File: src/verilog/sbt_pkg.sv
// constants for the memory boundary-scan test port
// assumes a 40 MHz core clock that oversamples a slower test clock
package sbt_pkg;
  localparam int IR_W = 3;
  localparam int ID_W = 32;
  localparam int BSR_X36 = 73;
  localparam int BSR_X18 = 54;
  localparam int BSR_W = BSR_X36;
  // instruction codes; all-zero is external test
  localparam logic [2:0] IR_EXTEST = 3'h0;
  localparam logic [2:0] IR_IDCODE = 3'h1;
  localparam logic [2:0] IR_SAMPLEZ = 3'h2;
  localparam logic [2:0] IR_SAMPLE = 3'h3;
  localparam logic [2:0] IR_BYPASS = 3'h7;
  localparam logic [1:0] IR_CAPT = 2'h1;
  // arbitrary identification value
  localparam logic [31:0] ID_VALUE = 32'h0a5a5001;
  localparam int RESET_EDGES = 5;
  localparam int TCK_MAX_MHZ = 10;
  localparam int CORE_MHZ = 40;
  typedef enum logic [3:0] {
    ST_RESET, ST_IDLE, ST_SEL_DR, ST_CAP_DR, ST_SH_DR, ST_EX1_DR, ST_PAU_DR, ST_EX2_DR,
    ST_UPD_DR, ST_SEL_IR, ST_CAP_IR, ST_SH_IR, ST_EX1_IR, ST_PAU_IR, ST_EX2_IR, ST_UPD_IR
  } sbt_state_t;
endpackage

File: src/verilog/sbt_tap.sv
// boundary-scan test port instruction logic for a synchronous memory
// assumes test pins arrive asynchronously and are sampled by core_clk
`timescale 1ns/1ps
// What this block does
// - external test captures like sample
// - external test floats memory outputs
// - identification loads fixed 32-bit code
// - identification register shifts between data pins
// - identification active at reset
// - high-z sample routes boundary register
// - high-z sample floats memory outputs
// - sample captures input and bidirectional balls
// - boundary register shifts after sample capture
// - update under sample changes nothing
// - bypass puts single bit in path
// - instruction register three bits wide
// - capture instruction loads binary 01
// - boundary length 73 bits; the 54-bit length is defined but unused
// - five high mode edges reset logic
module sbt_tap (
  input wire logic core_clk,
  input wire logic reset,
  input wire logic tck,
  input wire logic tms,
  input wire logic tdi,
  input wire logic [sbt_pkg::BSR_W-1:0] ring_in,
  output logic tdo_out,
  output logic tdo_oe_n,
  output logic mem_hiz
);
  logic [1:0] tck_sync_ff, tms_sync_ff, tdi_sync_ff;
  logic tck_prev_ff;
  sbt_pkg::sbt_state_t state_ff, nxt_state;
  logic [sbt_pkg::IR_W-1:0] ir_sh_ff, ir_ff;
  logic [sbt_pkg::ID_W-1:0] id_sh_ff;
  logic [sbt_pkg::BSR_W-1:0] bsr_ff;
  logic [sbt_pkg::BSR_W-1:0] ring_meta_ff, ring_sync_ff;
  logic byp_ff;
  logic tdo_ff, oe_n_ff, hiz_ff;

  // two-stage synchronisers
  always_ff @(posedge core_clk)
  begin
    tck_sync_ff <= {tck_sync_ff[0], tck};
    tms_sync_ff <= {tms_sync_ff[0], tms};
    tdi_sync_ff <= {tdi_sync_ff[0], tdi};
    ring_meta_ff <= ring_in;
    ring_sync_ff <= ring_meta_ff;
  end

  // edge detect on the settled tck copy
  always_ff @(posedge core_clk)
  begin
    if (reset)
      tck_prev_ff <= 1'b0;
    else
      tck_prev_ff <= tck_sync_ff[1];
  end

  wire tck_s = tck_sync_ff[1];
  wire tms_s = tms_sync_ff[1];
  wire tdi_s = tdi_sync_ff[1];
  wire rise = tck_s & ~tck_prev_ff;
  wire fall = ~tck_s & tck_prev_ff;
  // decoding; reserved codes fall to bypass path
  wire is_ext = ir_ff == sbt_pkg::IR_EXTEST;
  wire is_id = ir_ff == sbt_pkg::IR_IDCODE;
  wire is_sz = ir_ff == sbt_pkg::IR_SAMPLEZ;
  wire is_smp = ir_ff == sbt_pkg::IR_SAMPLE;
  wire use_bsr = is_ext | is_sz | is_smp;

  // next controller state
  always_comb
  begin
    nxt_state = state_ff;
    unique case (state_ff)
      sbt_pkg::ST_RESET: nxt_state = tms_s ? sbt_pkg::ST_RESET : sbt_pkg::ST_IDLE;
      sbt_pkg::ST_IDLE: nxt_state = tms_s ? sbt_pkg::ST_SEL_DR : sbt_pkg::ST_IDLE;
      sbt_pkg::ST_SEL_DR: nxt_state = tms_s ? sbt_pkg::ST_SEL_IR : sbt_pkg::ST_CAP_DR;
      sbt_pkg::ST_CAP_DR: nxt_state = tms_s ? sbt_pkg::ST_EX1_DR : sbt_pkg::ST_SH_DR;
      sbt_pkg::ST_SH_DR: nxt_state = tms_s ? sbt_pkg::ST_EX1_DR : sbt_pkg::ST_SH_DR;
      sbt_pkg::ST_EX1_DR: nxt_state = tms_s ? sbt_pkg::ST_UPD_DR : sbt_pkg::ST_PAU_DR;
      sbt_pkg::ST_PAU_DR: nxt_state = tms_s ? sbt_pkg::ST_EX2_DR : sbt_pkg::ST_PAU_DR;
      sbt_pkg::ST_EX2_DR: nxt_state = tms_s ? sbt_pkg::ST_UPD_DR : sbt_pkg::ST_SH_DR;
      sbt_pkg::ST_UPD_DR: nxt_state = tms_s ? sbt_pkg::ST_SEL_DR : sbt_pkg::ST_IDLE;
      sbt_pkg::ST_SEL_IR: nxt_state = tms_s ? sbt_pkg::ST_RESET : sbt_pkg::ST_CAP_IR;
      sbt_pkg::ST_CAP_IR: nxt_state = tms_s ? sbt_pkg::ST_EX1_IR : sbt_pkg::ST_SH_IR;
      sbt_pkg::ST_SH_IR: nxt_state = tms_s ? sbt_pkg::ST_EX1_IR : sbt_pkg::ST_SH_IR;
      sbt_pkg::ST_EX1_IR: nxt_state = tms_s ? sbt_pkg::ST_UPD_IR : sbt_pkg::ST_PAU_IR;
      sbt_pkg::ST_PAU_IR: nxt_state = tms_s ? sbt_pkg::ST_EX2_IR : sbt_pkg::ST_PAU_IR;
      sbt_pkg::ST_EX2_IR: nxt_state = tms_s ? sbt_pkg::ST_UPD_IR : sbt_pkg::ST_SH_IR;
      sbt_pkg::ST_UPD_IR: nxt_state = tms_s ? sbt_pkg::ST_SEL_DR : sbt_pkg::ST_IDLE;
    endcase
  end

  // controller state on each tck rise; tms high five rises always reaches reset
  always_ff @(posedge core_clk)
  begin
    if (reset)
      state_ff <= sbt_pkg::ST_RESET;
    else if (rise)
      state_ff <= nxt_state;
  end

  // instruction register: capture 01, shift from msb side, update
  always_ff @(posedge core_clk)
  begin
    if (reset)
    begin
      ir_sh_ff <= sbt_pkg::IR_IDCODE;
      ir_ff <= sbt_pkg::IR_IDCODE;
    end
    else if (rise)
    begin
      if (nxt_state == sbt_pkg::ST_RESET)
        ir_ff <= sbt_pkg::IR_IDCODE;
      else if (state_ff == sbt_pkg::ST_CAP_IR)
        ir_sh_ff <= {ir_sh_ff[sbt_pkg::IR_W-1:2], sbt_pkg::IR_CAPT};
      else if (state_ff == sbt_pkg::ST_SH_IR)
        ir_sh_ff <= {tdi_s, ir_sh_ff[sbt_pkg::IR_W-1:1]};
      else if (state_ff == sbt_pkg::ST_UPD_IR)
        ir_ff <= ir_sh_ff;
    end
  end

  // data registers; update-dr touches nothing since preload is absent
  always_ff @(posedge core_clk)
  begin
    if (reset)
    begin
      id_sh_ff <= '0;
      bsr_ff <= '0;
      byp_ff <= 1'b0;
    end
    else if (rise && state_ff == sbt_pkg::ST_CAP_DR)
    begin
      if (is_id)
        id_sh_ff <= sbt_pkg::ID_VALUE;
      if (use_bsr)
        bsr_ff <= ring_sync_ff;
      byp_ff <= 1'b0;
    end
    else if (rise && state_ff == sbt_pkg::ST_SH_DR)
    begin
      if (is_id)
        id_sh_ff <= {tdi_s, id_sh_ff[sbt_pkg::ID_W-1:1]};
      if (use_bsr)
        bsr_ff <= {tdi_s, bsr_ff[sbt_pkg::BSR_W-1:1]};
      if (!is_id && !use_bsr)
        byp_ff <= tdi_s;
    end
  end // no update-dr branch

  wire shifting = state_ff == sbt_pkg::ST_SH_DR || state_ff == sbt_pkg::ST_SH_IR;
  wire tdo_sel = state_ff == sbt_pkg::ST_SH_IR ? ir_sh_ff[0] :
                 is_id ? id_sh_ff[0] : use_bsr ? bsr_ff[0] : byp_ff;

  // tdo changes on tck fall; enable low while driving
  always_ff @(posedge core_clk)
  begin
    if (reset)
    begin
      tdo_ff <= 1'b0;
      oe_n_ff <= 1'b1;
    end
    else if (fall)
    begin
      tdo_ff <= tdo_sel;
      oe_n_ff <= ~shifting;
    end
  end

  // memory outputs float under external test or high-z sample
  always_ff @(posedge core_clk)
  begin
    if (reset)
      hiz_ff <= 1'b0;
    else
      hiz_ff <= is_ext | is_sz;
  end

  assign tdo_out = tdo_ff;
  assign tdo_oe_n = oe_n_ff;
  assign mem_hiz = hiz_ff;

  a_hiz_on: assert property (@(posedge core_clk) disable iff (reset)
    ir_ff == sbt_pkg::IR_EXTEST || ir_ff == sbt_pkg::IR_SAMPLEZ |=> mem_hiz)
    else $error("memory outputs not floated");
  a_hiz_off: assert property (@(posedge core_clk) disable iff (reset)
    ir_ff != sbt_pkg::IR_EXTEST && ir_ff != sbt_pkg::IR_SAMPLEZ |=> !mem_hiz)
    else $error("memory outputs floated");
  a_reset_loads_id: assert property (@(posedge core_clk) disable iff (reset)
    rise && nxt_state == sbt_pkg::ST_RESET |=> ir_ff == sbt_pkg::IR_IDCODE)
    else $error("reset did not select id");
  a_capir_pattern: assert property (@(posedge core_clk) disable iff (reset)
    rise && state_ff == sbt_pkg::ST_CAP_IR |=> ir_sh_ff[1:0] == sbt_pkg::IR_CAPT)
    else $error("capture-ir pattern wrong");
  a_id_capture: assert property (@(posedge core_clk) disable iff (reset)
    rise && state_ff == sbt_pkg::ST_CAP_DR && is_id |=> id_sh_ff == sbt_pkg::ID_VALUE)
    else $error("id not captured");
  a_bsr_capture: assert property (@(posedge core_clk) disable iff (reset)
    rise && state_ff == sbt_pkg::ST_CAP_DR && use_bsr |=> bsr_ff == $past(ring_in, 3))
    else $error("ring not captured");
  a_upd_dr_stable: assert property (@(posedge core_clk) disable iff (reset)
    rise && state_ff == sbt_pkg::ST_UPD_DR |=> $stable(bsr_ff) && $stable(mem_hiz))
    else $error("update-dr changed state");
  a_bypass_shift: assert property (@(posedge core_clk) disable iff (reset)
    rise && state_ff == sbt_pkg::ST_SH_DR && ir_ff == sbt_pkg::IR_BYPASS
    |=> byp_ff == $past(tdi_s)) else $error("bypass bit wrong");
  a_tms_reset: assert property (@(posedge core_clk) disable iff (reset)
    rise && tms_s && state_ff == sbt_pkg::ST_SEL_IR |=> state_ff == sbt_pkg::ST_RESET)
    else $error("state walk wrong");
  a_oe_idle: assert property (@(posedge core_clk) disable iff (reset)
    fall && !shifting |=> tdo_oe_n) else $error("tdo driven outside shift");
  c_id_shift: cover property (@(posedge core_clk) rise && state_ff == sbt_pkg::ST_SH_DR && is_id);
  c_sz: cover property (@(posedge core_clk) mem_hiz && is_sz);
  c_upd_ir: cover property (@(posedge core_clk) rise && state_ff == sbt_pkg::ST_UPD_IR);
  c_ext_capture: cover property (@(posedge core_clk) rise && state_ff == sbt_pkg::ST_CAP_DR
    && is_ext);
  c_bypass: cover property (@(posedge core_clk) rise && state_ff == sbt_pkg::ST_SH_DR
    && ir_ff == sbt_pkg::IR_BYPASS);
endmodule

File: config.mk
export PLATFORM = sky130hd
export DESIGN_NAME = sbt_tap
export DESIGN_NICKNAME = d
export VERILOG_FILES = /design/src/verilog/sbt_pkg.sv /design/src/verilog/sbt_tap.sv
export SDC_FILE = /design/constraint.sdc
export NUM_CORES = 1
export LEC_CHECK = 0
export BUFFER_PORTS_ARGS = -buffer_cell sky130_fd_sc_hd__buf_2
export CAP_MARGIN = 20
export CORE_MARGIN = 2
export CORE_UTILIZATION = 32
export CTS_BUF_LIST = sky130_fd_sc_hd__clkbuf_8
export CTS_CLUSTER_DIAMETER = 100
export CTS_CLUSTER_SIZE = 14
export DETAILED_ROUTE_END_ITERATION = 7
export GPL_TIMING_DRIVEN = 0
export PLACE_DENSITY_LB_ADDON = 0.1
export SLEW_MARGIN = 10
export SYNTH_ARGS = -nofsm -noshare
export SYNTH_HDL_FRONTEND = slang
export SYNTH_SLANG_ARGS = --single-unit
File: constraint.sdc
create_clock -name core_clk -period 2.7 [get_ports core_clk]
set_input_delay 0 -clock core_clk [delete_from_list [all_inputs] [get_ports core_clk]]
set_output_delay 0 -clock core_clk [all_outputs]
set_load 0.02 [all_outputs]
==> results of run 1 <==
synthesized netlist by cell type, drive strengths merged, types with 4 or more instances:
cell type and n:
a211oi 4, a21oi 32, a311oi 74, buf 25, clkbuf 37, dfxtp 272
inv 4, nand2 173, nand2b 6, nand3 25, nor2 88, nor2b 5
nor3 25, o21ai 6, or3b 4
through the flow:
stage / setup WS [ns] / cell area [um2]
after detailed placement: 0.376 / 9020
after floorplan: 0.805 / 8210
after CTS: 0.339 / 10100
after global routing: 0.117 / 10100
final: 0.364 / 10100
after global placement: 0.340 / 9020
sequential cells by signal, indices dropped and copies added, names as in the netlist, 2 cells and up:
register and cells:
bsr_ff 73, ring_meta_ff 73, ring_sync_ff 73, id_sh_ff 32, state_ff 4, ir_ff 3
ir_sh_ff 3, tck_sync_ff 2, tdi_sync_ff 2, tms_sync_ff 2
cell type report:
class | instances | share of cell area, %
clock inverter | 1 | 0.0866
clock buffer | 23 | 3.13
tap | 330 | 4.08
buffer | 62 | 2.77
inverter | 4 | 0.148
sequential | 272 | 53.8
timing repair buffer | 157 | 11.6
multi-input combinational | 470 | 24.4
layout by cell type (no fill, tap or decap), types with 3 or more instances in the layout:
cell type and count:
buf_4 8, clkbuf_1 37, a311oi_1 74, nor2_1 88, o21ai_0 6, nand3_1 25
nand2_1 173, clkbuf_8 23, nor2b_1 5, dlygate4sd3_1 77, nand2b_1 6, dfxtp_1 272
a211oi_1 4, buf_1 3, inv_1 4, nor3_1 25, buf_2 94, a21oi_1 32
path summary, 6_finish.rpt:
path / startpoint / to / cells past startpoint
setup / recovery: state_ff[3] / bsr_ff[13] / 6
setup reg to reg: state_ff[3] / bsr_ff[13] / 6
hold reg to reg: ring_meta_ff[67] / ring_sync_ff[67] / 0
hold / removal: ring_in[35] / ring_meta_ff[35] / 2
routing by layer:
metal / vias up / wire length [um] / track usage [%]
met5: - / 0 / 0
met4: 0 / 238 / 3.55
met3: 21 / 557 / 2.07
met2: 91 / 7650 / 19.5
met1: 2756 / 8900 / 19.0
li1: 3110 / - / -
kinds of logic after synthesis:
logic type	Yosys count	synth area share [%]
AOI/OAI and AO/OA	129	12.4
xor gates and xnor gates	2	0.213
buffers and inverters	66	3.60
DFF	272	66.3
muxes	2	0.244
and+or+nand+nor	337	17.2
power by group through the flow:
stage          combinational [uW]  clock [uW]  sequential, uW
2_1_floorplan                71.1           0            4250
3_5_place_dp                  153           0            4270
6_report                      237        2010            4170
4_1_cts                       237        2140            4180
3_3_place_gp                  154           0            4270
5_1_grt                       262        2280            4190
==> metrics.txt, run 1 <==
Final Wtd Congestion=0.768; drt first pass iters=4; vias in the first global route=5743; crit path max-delay cell type=or3b_1; clock network fraction of design power=31.3%; register area=5450 um2; Worst Setup End Kind=register; global route total overflow=0; DRC Markers=0; Fillers=2527; worst-margin pin slew=0.743 ns; clock tree sinks=~270; EDFF count, synth=0; Most used DFF post-synth=dfxtp_1; status=complete, no violations; row cnt=58; Critical Path RT=3.14 ns; asr flop ratio synth=0%; total power=6420 uW; fin util=between 40% and 50%; final-report hold violation count=0; unrepaired setup endpoints after global routing=false; fin nets=1068; R2R setup slack=0.36 ns; Min-Delay Path Class=in2reg; Pins Over Slew Limit=0; switching share of power=21.4%; number of diodes=0; post-synthesis to final-layout area growth=23.3%; width of the die=~160 um; critical path's largest stage delay=0.55 ns; initial antenna violation count=0; full die area=26900 um2; I/O pins=81; share of the synthesized area in the top cell type=66.3%; Power Internal=~5000 uW; post-CTS setup buffer count=0; Slew headroom=50.5%; Num CTS Buffers=23; sequential power share=roughly 65%; Synth Area per Inst=slightly above 10 um2; pwr dens=approximately 630 nW/um2; PortBufs=80; period utilisation layout=just under 90%; Core Area=25200 um2; Fmax=0.428 GHz; critical path arrival=around 2.8 ns; WHS=0.0962 ns; Yosys warning count=0; initial cell density of the core=32.6%; H-tree levels=1; Critical Path Fanout Max=10; Worst setup SP type=register; register area share after synthesis=66.3%; via/cell ratio=~4.5; FF+latch count, synth=about 270; Skew-Pair Late Insertion Delay=0.54 ns; max_cap viols=0; footprint of the multi-input gates=between 2000 and 2500 um2; drt total wl=17.3 mm; Yosys top cell by area=dfxtp_1; worst path buffer plus inverter count=2; DPL Wire Length=about 11 mm; placed cells=1218; Cell Chain, Critical Path=or3b_1 > nor2_1 > buf_2 > clkbuf_1 > nand2_1 > a311oi_1; share of cells above drive strength 1=13.4%; count of cell types in the netlist=38; post_cts resized=0; die height=around 160 um; largest net degree at the start of global routing=15; root buffer cell=clkbuf_8; antenna viol nets, final=0; initial DRC count=323; Reg clk slew, reported paths=0.09 ns; DR vias=roughly 6k; Finished Layout Cells=1319; Post-Syn Nets=886; Final setup viols=0; Post-Syn Instances=808; maximum vdd drop=0.000376 V; Sw Pwr=between 1000 and 1500 uW; drt wl/cell=approximately 13 um; Synth area leaders=dfxtp_1 66%, nand2_1 7.9%, a311oi_1 7.9%, nor2_1 4.0%, a21oi_1 2.0%; critical path's top delay family=simple AND/OR/NAND/NOR gates; CTS tree=yes; clock skew=~0.023 ns; Total GRT Usage=12.9%; hold_buf cts=77; P_leak=0.00354 uW; Fin Setup TNS=0 ns; Setup CP Type=reg2reg; Comb pwr share=3.7%; Max clock buf depth=3; Post-Syn Area=slightly above 8000 um2; first-pass GRT wire length=28.6 mm; Final Critical Period=2.34 ns
Power figures use the tool's default switching activity.
==> run 2: changes to the inputs <==
Settings changed: CORE_MARGIN 2 to default, MAX_ROUTING_LAYER from default to met4.
==> metrics.txt, run 2 (synthesized netlist as in run 1, its figures left out) <==
status=complete, no violations; total power=6410 uW (about the same); I/O pins=81 (unchanged); Final Wtd Congestion=0.755 (-1.7%); via/cell ratio=4.53 (-0.13%); P_leak=0.00355 uW (+0.15%); Skew-Pair Late Insertion Delay=0.54 ns (about the same); hold depth=2 (unchanged); critical path's largest stage delay=0.56 ns (about the same); clock tree sinks=272 (unchanged); Worst setup SP type=register; most frequent cells in the layout=272 x dfxtp_1, 173 x nand2_1, 94 x buf_2; sequential power share=65.0% (about the same); worst path buffer plus inverter count=2 (unchanged); first-pass GRT wire length=29.2 mm (+2.1%); number of diodes=0 (unchanged); Fmax=0.428 GHz (about the same); R2R Path End=bsr_ff[68]; critical path arrival=2.77 ns (about the same); footprint of the multi-input gates=2470 um2 (unchanged); die height=162 um (-1.2%); initial antenna violation count=0 (unchanged); Core Area=25200 um2 (unchanged); vias in the first global route=5856 (+2.0%); Fillers=2537 (+0.40%); root buffer cell=clkbuf_8; unrepaired setup endpoints after global routing=false; Min-Delay Path Class=in2reg; Cell Chain, Critical Path=or3b_1 > nor2_1 > buf_2 > clkbuf_1 > nand2_1 > a311oi_1; Num CTS Buffers=23 (unchanged); register area=5450 um2 (unchanged); DRC Markers=0 (unchanged); global route total overflow=0 (unchanged); Slew headroom=47.1% (-3.4 points); antenna viol nets, final=0 (unchanged); crit path max-delay cell type=or3b_1; initial DRC count=275 (-15%); drt total wl=17.2 mm (-0.55%); hold_buf cts=77 (unchanged); Final Critical Period=2.33 ns (-0.00124 ns); Sw Pwr=1370 uW (-0.38%); largest net degree at the start of global routing=15 (unchanged); Setup CP Type=reg2reg; drt first pass iters=6 (+2); R2R setup slack=0.37 ns (about the same); max_cap viols=0 (unchanged); Worst Setup End Kind=register; DPL Wire Length=10.9 mm (+0.27%); switching share of power=21.3% (-0.066 points); Max clock buf depth=3 (unchanged); Pins Over Slew Limit=0 (unchanged); clock skew=0.0186 ns (-0.00393 ns); Worst Reg-to-Reg Cells=6 (unchanged); post-CTS setup buffer count=0 (unchanged); share of cells above drive strength 1=13.4% (-0.014 points); Worst Hold End=ring_meta_ff[72]; row cnt=58 (unchanged); maximum vdd drop=0.000378 V (+0.50%); pwr dens=634 nW/um2 (-0.11%); Reg clk slew, reported paths=0.10 ns (about the same); full die area=26300 um2 (-2.4%); top flop regs=bsr_ff x73, ring_meta_ff x73, ring_sync_ff x73; Final setup viols=0 (unchanged); clock network fraction of design power=31.3% (about the same); commonest non-fill, non-tap cell in the layout=dfxtp_1; critical path's top delay family=simple AND/OR/NAND/NOR gates; Fin Setup TNS=0 ns (unchanged); worst-margin pin slew=0.793 ns (+0.0506 ns); Power Internal=5050 uW (about the same); HP Start=ring_in[72]; width of the die=162 um (-1.2%); fin nets=1068 (unchanged); DR vias=5975 (-0.050%); post-synthesis to final-layout area growth=23.3% (about the same); post_cts resized=0 (unchanged); H-tree levels=1 (unchanged); Comb pwr share=3.7% (about the same); Critical Path Fanout Max=10 (unchanged); final-report hold violation count=0 (unchanged); drt wl/cell=13.1 um (-0.63%); initial cell density of the core=32.6% (unchanged); worst reg2reg path startpoint=state_ff[3]; period utilisation layout=86.5% (about the same); CTS tree=yes; Critical Path RT=3.14 ns (about the same); PortBufs=80 (unchanged); Total GRT Usage=13.8% (+0.86 points)
==> run 2: worst max-delay path by stage <==
stage	start	end	slack (ns)	cells after the start
3_3_place_gp	state_ff[3]	bsr_ff[64]	0.36	6
5_1_grt	state_ff[3]	bsr_ff[54]	0.02	6
4_1_cts	state_ff[3]	bsr_ff[68]	0.33	6
2_1_floorplan	state_ff[3]	bsr_ff[46]	0.80	7
6_report	state_ff[3]	bsr_ff[68]	0.37	6
3_5_place_dp	state_ff[3]	bsr_ff[64]	0.36	6
==> run 2: cell type report <==
class                      count  share of cell area [%]
inverter                       4                   0.148
sequential                   272                    53.8
timing repair buffer         157                    11.6
tap                          330                    4.08
buffer                        62                    2.77
clock inverter                 2                   0.124
clock buffer                  23                    3.13
multi-input combinational    470                    24.4
==> run 2: stage by stage <==
| stage | utilization, % | std cells | instance area [um2] | worst slack [ns] | hold WS (ns) |
|---|---|---|---|---|---|
| 2_1_floorplan | - | 808 | 8210 | 0.805 | 0.0277 |
| 3_3_place_gp | 35.8 | 1218 | 9020 | 0.359 | 0.102 |
| 3_5_place_dp | 35.8 | 1218 | 9020 | 0.363 | 0.104 |
| 4_1_cts | 40.2 | 1320 | 10100 | 0.325 | 0.0481 |
| 5_1_grt | 40.2 | 1320 | 10100 | 0.0166 | 0.0582 |
| 6_report | 40.2 | 1320 | 10100 | 0.365 | 0.0918 |
==> run 2: routing by layer <==
layer	wire length, um	global-route usage (%)	share of wire [%]	up-vias
met5	0	-	0	-
met1	8870	19.5	51	2736
met2	7350	20.2	43	92
li1	-	-	-	3116
met4	351	3.86	2.0	0
met3	666	2.17	3.9	31
==> run 2: power groups by stage <==
stage | combinational [uW] | clock, uW | sequential (uW)
after detailed placement | 155 | 0 | 4270
after floorplan | 71.1 | 0 | 4250
after CTS | 239 | 2130 | 4180
after global placement | 156 | 0 | 4270
after global routing | 263 | 2290 | 4190
final | 238 | 2000 | 4170
